--- src/ssf_map.vh ---
// Constants for the segment framer: field layout, limits and reset values.
`ifndef SSF_MAP_VH
`define SSF_MAP_VH

// Control byte field positions.
`define SSF_CNT_MSB     5
`define SSF_NEXT_BIT    6
`define SSF_LAST_BIT    7

// Segment and window limits, and the idle control byte.
`define SSF_LARGE_MAX   6'h3F
`define SSF_IDLE_CB     8'h00
`define SSF_WIN_MAX     16
`define SSF_WIN_MAX_W   5'h10
`define SSF_WIN_MIN_IN  5'h02
`define SSF_WIN_MIN_OUT 5'h01

// Reset values.
`define SSF_PACKED_RST  1'b0
`define SSF_LARGE_RST   1'b0
`define SSF_SEQ_RST     8'h00
`define SSF_WIDTH_RST   5'h02

`endif

--- src/ssf_ctrl_enc.v ---
// Control byte encoder and segment length limit for the inbound framer.
`timescale 1ns/10ps
`default_nettype none
`include "ssf_map.vh"
module ssf_ctrl_enc (
    // Segment description.
    input  wire [5:0] count,
    input  wire       last,
    // Window geometry and options.
    input  wire [4:0] width,
    input  wire [4:0] pos,
    input  wire       packed_on,
    input  wire       large_on,
    // Results.
    output wire [7:0] ctrl_byte,
    output reg  [5:0] limit
);

    wire next_flag;
    wire [4:0] room_less_one;
    wire [4:0] width_less_one;

    // flag when payload // same with both options.
    assign next_flag = packed_on & (count != 6'h00);

    // byte value sum // field layout.
    assign ctrl_byte = {last, next_flag, count};

    assign room_less_one  = width - pos - 5'h01;
    assign width_less_one = width - 5'h01;

    // large cap // standard fit // long messages still split.
    always @* begin
        limit = {1'b0, width_less_one};
        if (large_on) begin
            limit = `SSF_LARGE_MAX;
        end else if (packed_on) begin
            limit = {1'b0, room_less_one};
        end
    end

endmodule // ssf_ctrl_enc
`default_nettype wire

--- src/ssf_framer.v ---
// Segment framer top: inbound window builder and outbound window parser.
`timescale 1ns/10ps
`default_nettype none
`include "ssf_map.vh"
module ssf_framer (
    // Clock, reset and enable.
    input  wire         sys_clk,
    input  wire         rstn,
    input  wire         ce,
    // Inbound configuration.
    input  wire         packed_window_option,
    input  wire         large_segment_option,
    input  wire [4:0]   inbound_window_bytes,
    // Message bytes from the device logic.
    input  wire [7:0]   tx_data,
    input  wire         tx_valid,
    input  wire         tx_last,
    output reg          tx_ready,
    // Bus cycle tick.
    input  wire         bus_tick,
    // Inbound transfer window.
    output wire [127:0] inbound_transfer_window,
    output reg          inbound_window_valid,
    output reg          inbound_idle,
    output reg  [7:0]   seq_transfer_count,
    // Outbound transfer window.
    input  wire [127:0] outbound_transfer_window,
    input  wire         outbound_window_valid,
    input  wire [4:0]   outbound_window_bytes,
    output reg          outbound_window_ready,
    // Received message bytes.
    output reg  [7:0]   rx_data,
    output reg          rx_valid,
    output reg          rx_last
);

    // Framer states.
    localparam [2:0] S_COLLECT = 3'd0;
    localparam [2:0] S_CB      = 3'd1;
    localparam [2:0] S_RD      = 3'd2;
    localparam [2:0] S_WR      = 3'd3;
    localparam [2:0] S_CLOSE   = 3'd4;

    reg  [2:0] state;
    reg  [2:0] resume;
    reg  [4:0] pos;
    reg  [5:0] seg_cnt;
    reg  [5:0] sent;
    reg        seg_last;
    reg        opt_pk;
    reg        opt_lg;
    reg  [4:0] width_q;

    wire [7:0] ctrl_byte;
    wire [5:0] limit;
    wire [7:0] mem_q;
    wire       accept;
    wire       seg_end;
    wire       win_full;
    wire       seg_done;
    wire       room_two;
    wire       publish;
    wire       idle_pub;
    wire       part_pub;
    wire       wr_en;
    wire [7:0] wr_data;
    wire       rd_en;
    wire [4:0] width_clamp;
    wire [4:0] pos_inc;

    assign accept   = tx_valid & tx_ready;
    // collection stops at the limit // or at message end.
    assign seg_end  = accept & (tx_last | ((seg_cnt + 6'h01) == limit));
    assign win_full = (pos == (width_q - 5'h01));
    assign seg_done = ((sent + 6'h01) == seg_cnt);
    assign pos_inc  = pos + 5'h01;
    assign room_two = ((width_q - pos_inc) >= 5'h02);
    assign idle_pub = (state == S_COLLECT) & (seg_cnt == 6'h00) &
                      (pos == 5'h00) & ~tx_valid & bus_tick;
    // a part-filled window waits while bytes are pending.
    assign part_pub = (state == S_COLLECT) & (seg_cnt == 6'h00) &
                      (pos != 5'h00) & ~tx_valid & bus_tick;
    assign publish  = ((state == S_CLOSE) & bus_tick) | part_pub;
    assign wr_en    = (state == S_CB) | (state == S_WR);
    assign wr_data  = (state == S_CB) ? ctrl_byte : mem_q;
    assign rd_en    = (state == S_RD);

    // Inbound width kept inside what the window can hold.
    assign width_clamp = (inbound_window_bytes < `SSF_WIN_MIN_IN) ?
                         `SSF_WIN_MIN_IN :
                         (inbound_window_bytes > `SSF_WIN_MAX_W) ?
                         `SSF_WIN_MAX_W : inbound_window_bytes;

    ssf_ctrl_enc u_enc (
        .count     (seg_cnt),
        .last      (seg_last),
        .width     (width_q),
        .pos       (pos),
        .packed_on (opt_pk),
        .large_on  (opt_lg),
        .ctrl_byte (ctrl_byte),
        .limit     (limit)
    );

    ssf_seg_mem u_mem (
        .sys_clk (sys_clk),
        .ce      (ce),
        .wr_en   (accept),
        .wr_addr (seg_cnt),
        .wr_data (tx_data),
        .rd_en   (rd_en),
        .rd_addr (sent),
        .rd_data (mem_q)
    );

    // Options are taken only between segments so one segment never mixes.
    always @(posedge sys_clk or negedge rstn) begin
        if (!rstn) begin
            opt_pk  <= `SSF_PACKED_RST;
            opt_lg  <= `SSF_LARGE_RST;
            width_q <= `SSF_WIDTH_RST;
        end else if (ce) begin
            // inbound needs enables // both together
            if ((state == S_COLLECT) && (seg_cnt == 6'h00) && !accept &&
                (pos == 5'h00)) begin
                opt_pk  <= packed_window_option;
                opt_lg  <= large_segment_option;
                width_q <= width_clamp;
            end
        end
    end

    // Framing sequencer: collect a segment, then write its bytes in place.
    always @(posedge sys_clk or negedge rstn) begin
        if (!rstn) begin
            state    <= S_COLLECT;
            resume   <= S_COLLECT;
            pos      <= 5'h00;
            seg_cnt  <= 6'h00;
            sent     <= 6'h00;
            seg_last <= 1'b0;
            tx_ready <= 1'b0;
        end else if (ce) begin
            tx_ready <= 1'b0;
            case (state)
                S_COLLECT: begin
                    if (part_pub) begin
                        pos      <= 5'h00;
                    end else if (seg_end) begin
                        seg_cnt  <= seg_cnt + 6'h01;
                        seg_last <= tx_last;
                        state    <= S_CB;
                    end else begin
                        if (accept) begin
                            seg_cnt <= seg_cnt + 6'h01;
                        end
                        tx_ready <= 1'b1;
                    end
                end
                S_CB: begin
                    sent <= 6'h00;
                    pos  <= pos_inc;
                    if (win_full) begin
                        resume <= S_RD;
                        state  <= S_CLOSE;
                    end else begin
                        state  <= S_RD;
                    end
                end
                S_RD: begin
                    state <= S_WR;
                end
                S_WR: begin
                    sent <= sent + 6'h01;
                    pos  <= pos_inc;
                    if (seg_done) begin
                        seg_cnt <= 6'h00;
                        if (!win_full && opt_pk && room_two && tx_valid) begin
                            state <= S_COLLECT;
                        end else begin
                            resume <= S_COLLECT;
                            state  <= S_CLOSE;
                        end
                    end else if (win_full) begin
                        resume <= S_RD;
                        state  <= S_CLOSE;
                    end else begin
                        state <= S_RD;
                    end
                end
                S_CLOSE: begin
                    if (bus_tick) begin
                        // next window opens at byte zero
                        pos   <= 5'h00;
                        state <= resume;
                    end
                end
                default: begin
                    state <= S_COLLECT;
                end
            endcase
        end
    end

    // Staging and published window bytes, one register pair per position.
    genvar gi;
    generate
        for (gi = 0; gi < `SSF_WIN_MAX; gi = gi + 1) begin : g_byte
            reg [7:0] out_byte;
            reg [7:0] stage_byte;
            always @(posedge sys_clk or negedge rstn) begin
                if (!rstn) begin
                    stage_byte <= 8'h00;
                    out_byte   <= 8'h00;
                end else if (ce) begin
                    if (publish) begin
                        out_byte   <= stage_byte;
                        stage_byte <= 8'h00;
                    end else if (idle_pub) begin
                        out_byte   <= (gi == 0) ? `SSF_IDLE_CB : 8'h00;
                    end else if (wr_en && (pos == gi)) begin
                        stage_byte <= wr_data;
                    end
                end
            end
            assign inbound_transfer_window[8*gi+7:8*gi] = out_byte;
        end
    endgenerate

    // Window strobe, idle mark and sequence count.
    always @(posedge sys_clk or negedge rstn) begin
        if (!rstn) begin
            inbound_window_valid <= 1'b0;
            inbound_idle         <= 1'b0;
            seq_transfer_count   <= `SSF_SEQ_RST;
        end else if (ce) begin
            inbound_window_valid <= publish | idle_pub;
            inbound_idle         <= idle_pub;
            if (publish) begin
                seq_transfer_count <= seq_transfer_count + 8'h01;
            end
        end
    end

    // Outbound parser state.
    reg [127:0] cap;
    reg         busy;
    reg [4:0]   idx;
    reg [4:0]   owid;
    reg [5:0]   remain;
    reg         p_next;
    reg         p_last;
    reg         expect_cb;
    reg         stop;

    wire [7:0]  cur_byte;
    wire        ob_accept;
    wire [4:0]  ow_clamp;

    assign cur_byte  = cap[{idx[3:0], 3'b000} +: 8];
    assign ob_accept = outbound_window_valid & outbound_window_ready;
    assign ow_clamp  = (outbound_window_bytes < `SSF_WIN_MIN_OUT) ?
                       `SSF_WIN_MIN_OUT :
                       (outbound_window_bytes > `SSF_WIN_MAX_W) ?
                       `SSF_WIN_MAX_W : outbound_window_bytes;

    // Parse stop: a segment ends without a next flag, an empty control
    // byte is met, or a byte is neither payload nor control.
    always @* begin
        stop = 1'b0;
        if (remain != 6'h00) begin
            stop = (remain == 6'h01) & ~p_next;
        end else if (expect_cb) begin
            stop = (cur_byte[`SSF_CNT_MSB:0] == 6'h00) &
                   ~cur_byte[`SSF_NEXT_BIT];
        end else begin
            stop = 1'b1;
        end
    end

    // outbound parse always accepts packed and large forms.
    always @(posedge sys_clk or negedge rstn) begin : p_parse
        if (!rstn) begin
            cap       <= 128'h0;
            busy      <= 1'b0;
            idx       <= 5'h00;
            owid      <= `SSF_WIN_MIN_OUT;
            remain    <= 6'h00;
            p_next    <= 1'b0;
            p_last    <= 1'b0;
            expect_cb <= 1'b0;
            rx_data   <= 8'h00;
            rx_valid  <= 1'b0;
            rx_last   <= 1'b0;
            outbound_window_ready <= 1'b0;
        end else if (ce) begin
            rx_valid <= 1'b0;
            rx_last  <= 1'b0;
            if (!busy) begin
                outbound_window_ready <= 1'b1;
                if (ob_accept) begin
                    cap  <= outbound_transfer_window;
                    owid <= ow_clamp;
                    idx  <= 5'h00;
                    busy <= 1'b1;
                    outbound_window_ready <= 1'b0;
                    // window may continue a segment with payload only
                    expect_cb <= (remain == 6'h00);
                end
            end else begin
                if (remain != 6'h00) begin
                    rx_data  <= cur_byte;
                    rx_valid <= 1'b1;
                    remain   <= remain - 6'h01;
                    if (remain == 6'h01) begin
                        rx_last   <= p_last;
                        // next flag locates next control byte
                        expect_cb <= p_next;
                    end
                end else if (expect_cb) begin
                    if (cur_byte != `SSF_IDLE_CB) begin
                        // field split // decode of the sum
                        remain <= cur_byte[`SSF_CNT_MSB:0];
                        p_next <= cur_byte[`SSF_NEXT_BIT];
                        p_last <= cur_byte[`SSF_LAST_BIT];
                    end
                end
                idx <= idx + 5'h01;
                if (stop || (idx == (owid - 5'h01))) begin
                    busy <= 1'b0;
                    outbound_window_ready <= 1'b1;
                end
            end
        end
    end

endmodule // ssf_framer
`default_nettype wire

--- src/ssf_seg_mem.v ---
// Segment buffer memory with registered read data.
`timescale 1ns/10ps
`default_nettype none
module ssf_seg_mem (
    // Clock and enable.
    input  wire       sys_clk,
    input  wire       ce,
    // Write port.
    input  wire       wr_en,
    input  wire [5:0] wr_addr,
    input  wire [7:0] wr_data,
    // Read port.
    input  wire       rd_en,
    input  wire [5:0] rd_addr,
    output reg  [7:0] rd_data
);

    reg [7:0] mem [0:63];

    // Storage holds no reset; only written bytes are ever read back.
    always @(posedge sys_clk) begin
        if (ce) begin
            if (wr_en) begin
                mem[wr_addr] <= wr_data;
            end
            if (rd_en) begin
                rd_data <= mem[rd_addr];
            end
        end
    end

endmodule // ssf_seg_mem
`default_nettype wire

--- config.mk ---
export PLATFORM = sky130hd
export DESIGN_NAME = ssf_framer
export DESIGN_NICKNAME = d
export VERILOG_FILES = /design/src/ssf_ctrl_enc.v /design/src/ssf_framer.v /design/src/ssf_seg_mem.v
export VERILOG_INCLUDE_DIRS = /design/src
export SDC_FILE = /design/constraint.sdc
export NUM_CORES = 1
export LEC_CHECK = 0
export BUFFER_PORTS_ARGS = -buffer_cell sky130_fd_sc_hd__buf_2
export CAP_MARGIN = 10
export CORE_ASPECT_RATIO = 2
export CORE_MARGIN = 3
export CORE_UTILIZATION = 36
export CTS_CLUSTER_DIAMETER = 30
export DETAILED_ROUTE_END_ITERATION = 16
export GPL_TIMING_DRIVEN = 0
export SYNTH_ARGS = -nofsm -noshare
export SYNTH_HDL_FRONTEND = slang
export SYNTH_SLANG_ARGS = --single-unit
export TNS_END_PERCENT = 100
--- constraint.sdc ---
create_clock -name sys_clk -period 7.1 [get_ports sys_clk]
set_input_delay 1.065 -clock sys_clk [delete_from_list [all_inputs] [get_ports sys_clk]]
set_output_delay 1.065 -clock sys_clk [all_outputs]
set_load 0.05 [all_outputs]
==> impl_metrics.json <==
{
  "status": "finished, final reports clean",
  "synth_area_leader_cell": "edfxtp_1",
  "cts_resized": 0,
  "ys.flop_type": "edfxtp_1",
  "hp-class": "input pin to async pin",
  "hold_buffers": 0,
  "finalCriticalPeriod_ns": 4.12,
  "setup_viol": 0,
  "ant_nets": 0,
  "critPathLaunch": "sent[0]",
  "yosys-top-cells-count": "520 x edfxtp_1, 455 x dfrtp_1, 188 x mux4_2",
  "cp_top_family": "buffers and inverters",
  "gp_congestion": 0.909,
  "cts_tree": "built",
  "worst_pin_slew_ns": 1.18,
  "cp-end-kind": "register",
  "ys_warn_count": 0,
  "worstSetupPathType": "register to register",
  "num_vias": 23200,
  "first_pass_iters": 7,
  "ios": 305,
  "path_cells": "clkbuf_1 > clkbuf_1 > buf_1 > mux4_2 > mux4_2 > mux4_2",
  "synth.distinct_cells": 75,
  "numPortBuffers": 303,
  "hold_viol_final": 0,
  "final_util_pct": 43.1,
  "seq_area_frac_synth_pct": 67.1,
  "grt.overflow.total": 0,
  "rsz0062_at_grt": "false",
  "avgSynthCellArea_sq_um": 17.2,
  "power.leakage_nw": 18.7,
  "start_util_pct": 36.3,
  "die_h_um": 479,
  "netlist_instances": 2340,
  "drt_iter0_drc": 1552,
  "hpwl_um": 82700,
  "layout-drive-gt1-share_pct": 36.0,
  "cts_buffer_depth": 3,
  "relSlewSlack_pct": 21.1,
  "start_kind": "register",
  "cp.required_ns": 7.55,
  "die_x_um": 243,
  "period_share_pct": 58.1,
  "clock-sinks": 977,
  "syn-cell-area_sq_mm": 0.0403,
  "cts_buffers": 112,
  "coreArea_sq_mm": 0.111,
  "synth_nets": 2520,
  "wl_um": 112000,
  "wire_per_inst_um": 25.6,
  "grt_pass1_vias": 25100,
  "post-cts-setup-buffer-count": 0,
  "fmax_mhz": 243,
  "final-max-slew-violation-count": 0,
  "clockRootBuffer": "clkbuf_16",
  "placed_cell_area_sq_mm": 0.0438,
  "maxCapViolCount": 0,
  "drc_errors": 0,
  "grt_pass1_wl_um": 166000,
  "viasPerCell": 5.33,
  "track_usage_pct": 19.1,
  "slowest_delay_ns": 0.84,
  "power_density_mw_per_mm2": 410,
  "cp.depth": 6,
  "yosys.cell_count.top_type": "edfxtp_1",
  "clock_latency_ns": 0.71,
  "critPathArrivalTime_ns": 4.57,
  "path_buf_inv": 3,
  "r2r_cells": 6,
  "crit_end": "u_mem.rd_data[0]",
  "ys_ff_latch": 977,
  "crit_path_frequent_cell": "mux4_2",
  "fin_skew_ns": 0.0259,
  "antenna_found_initial": 10,
  "dieArea_sq_mm": 0.116,
  "num_rows": 173,
  "synth_top_cells_by_area": "edfxtp_1 39%, dfrtp_1 28%, mux4_2 11%",
  "crit_path_max_fanout": 10,
  "reg2reg_to": "u_mem.rd_data[0]",
  "path_clk_slew_ns": 0.07,
  "async_flop_share_pct": 46.8,
  "reg2reg_slack_ns": 2.98,
  "synth_top_area_share_pct": 38.7,
  "grt_max_degree": 137,
  "r2r_start": "sent[0]",
  "final_area_sq_mm": 0.0479,
  "syn2layout_area_growth_pct": 18.8,
  "max-vdd-ir-drop_uv": 258,
  "slowest_stage": "buf_1",
  "finalPower_mw": 19.6,
  "layout.nets": 2951,
  "htree_levels": 3,
  "synth-edff-count": 520
}
==> cells in the final DEF, fill, tap and decap left out, types with 29 or more instances in the layout <==
cell | Yosys | routed
edfxtp_1 | 520 | 520
dfrtp_1 | 455 | 455
buf_2 | 22 | 325
mux4_2 | 188 | 188
mux2_2 | 183 | 183
a22o_1 | 120 | 120
clkbuf_16 | 0 | 116
nor2_1 | 97 | 97
nand2_1 | 97 | 97
clkbuf_1 | 80 | 82
mux2_4 | 80 | 80
o21ai_0 | 60 | 60
nand3_1 | 42 | 42
a21oi_1 | 32 | 32
buf_1 | 31 | 31
inv_1 | 29 | 29
==> cells by family after synthesis <==
| kind of cell | synth area share, % |
|---|---|
| adders and majority gates | 0.813 |
| buffers and inverters | 1.74 |
| DFF | 67.1 |
| AOI/OAI and AO/OA | 5.70 |
| and+or+nand+nor | 4.50 |
| muxes | 19.3 |
| xor gates and xnor gates | 0.847 |
==> power breakdown <==
| group | internal [mW] | switching, mW |
|---|---|---|
| Combinational | 2.40 | 3.51 |
| Sequential | 7.05 | 0.707 |
| Clock | 3.45 | 2.52 |
| Total | 12.9 | 6.73 |
==> state kept, by name, summed over array words and instances (netlist names), 6 cells and up <==
register / cells
u_mem.mem: 512
sent: 6
cap: 128
g_byte.stage_byte: 128
seq_transfer_count: 8
g_byte.out_byte: 128
remain: 6
seg_cnt: 6
u_mem.rd_data: 8
rx_data: 8
==> worst min-delay path by stage <==
stage,cells after the start,end,slack (ns),start
6_report,1,cap[24],0.38,rstn
5_1_grt,1,cap[64],0.46,rstn
4_1_cts,1,cap[64],0.40,rstn
3_5_place_dp,1,seq_transfer_count[7],0.47,seq_transfer_count[7]
3_3_place_gp,1,seq_transfer_count[7],0.46,seq_transfer_count[7]
2_1_floorplan,1,resume[0],0.46,resume[0]
==> routing by layer <==
metal  wire length, um  up-vias  global-route usage [%]  part of all wire (%)
met2             62200      809                    36.8                    56
met4              6350        8                    10.3                   5.7
met1             37600    12100                    19.2                    34
li1                  -     9998                       -                     -
met3              5510      271                    3.70                   4.9
met5                63        -                       0                 0.056
==> final cells by class <==
cell class	instances	area, sq um
Fill cell	9853	63200
Multi-Input combinational cell	1195	12600
Inverter	29	109
Buffer	139	592
Tap cell	1487	1860
Timing Repair Buffer	317	1810
Sequential cell	977	27100
Clock buffer	121	2950
Antenna cell	6	15.0
Clock inverter	89	937
==> worst register-to-register path, cell delays in order, from the launching register on <==
cell	delay, ns
dfrtp_1	0.35
clkbuf_1	0.34
clkbuf_1	0.59
buf_1	0.85
mux4_2	0.67
mux4_2	0.59
mux4_2	0.49
==> stage by stage <==
stage                     setup slack (ns)  hold WS [ns]  std cells  TNS (ns)
final                                 2.98         0.375       4360         0
after global routing                  2.77         0.457       4357         0
after CTS                             2.73         0.404       4345         0
after detailed placement              2.73         0.468       4135         0
after global placement               -3.82         0.459       4130  -1662.67
after floorplan                       3.90         0.458       2340         0
Power figures use the tool's default switching activity.
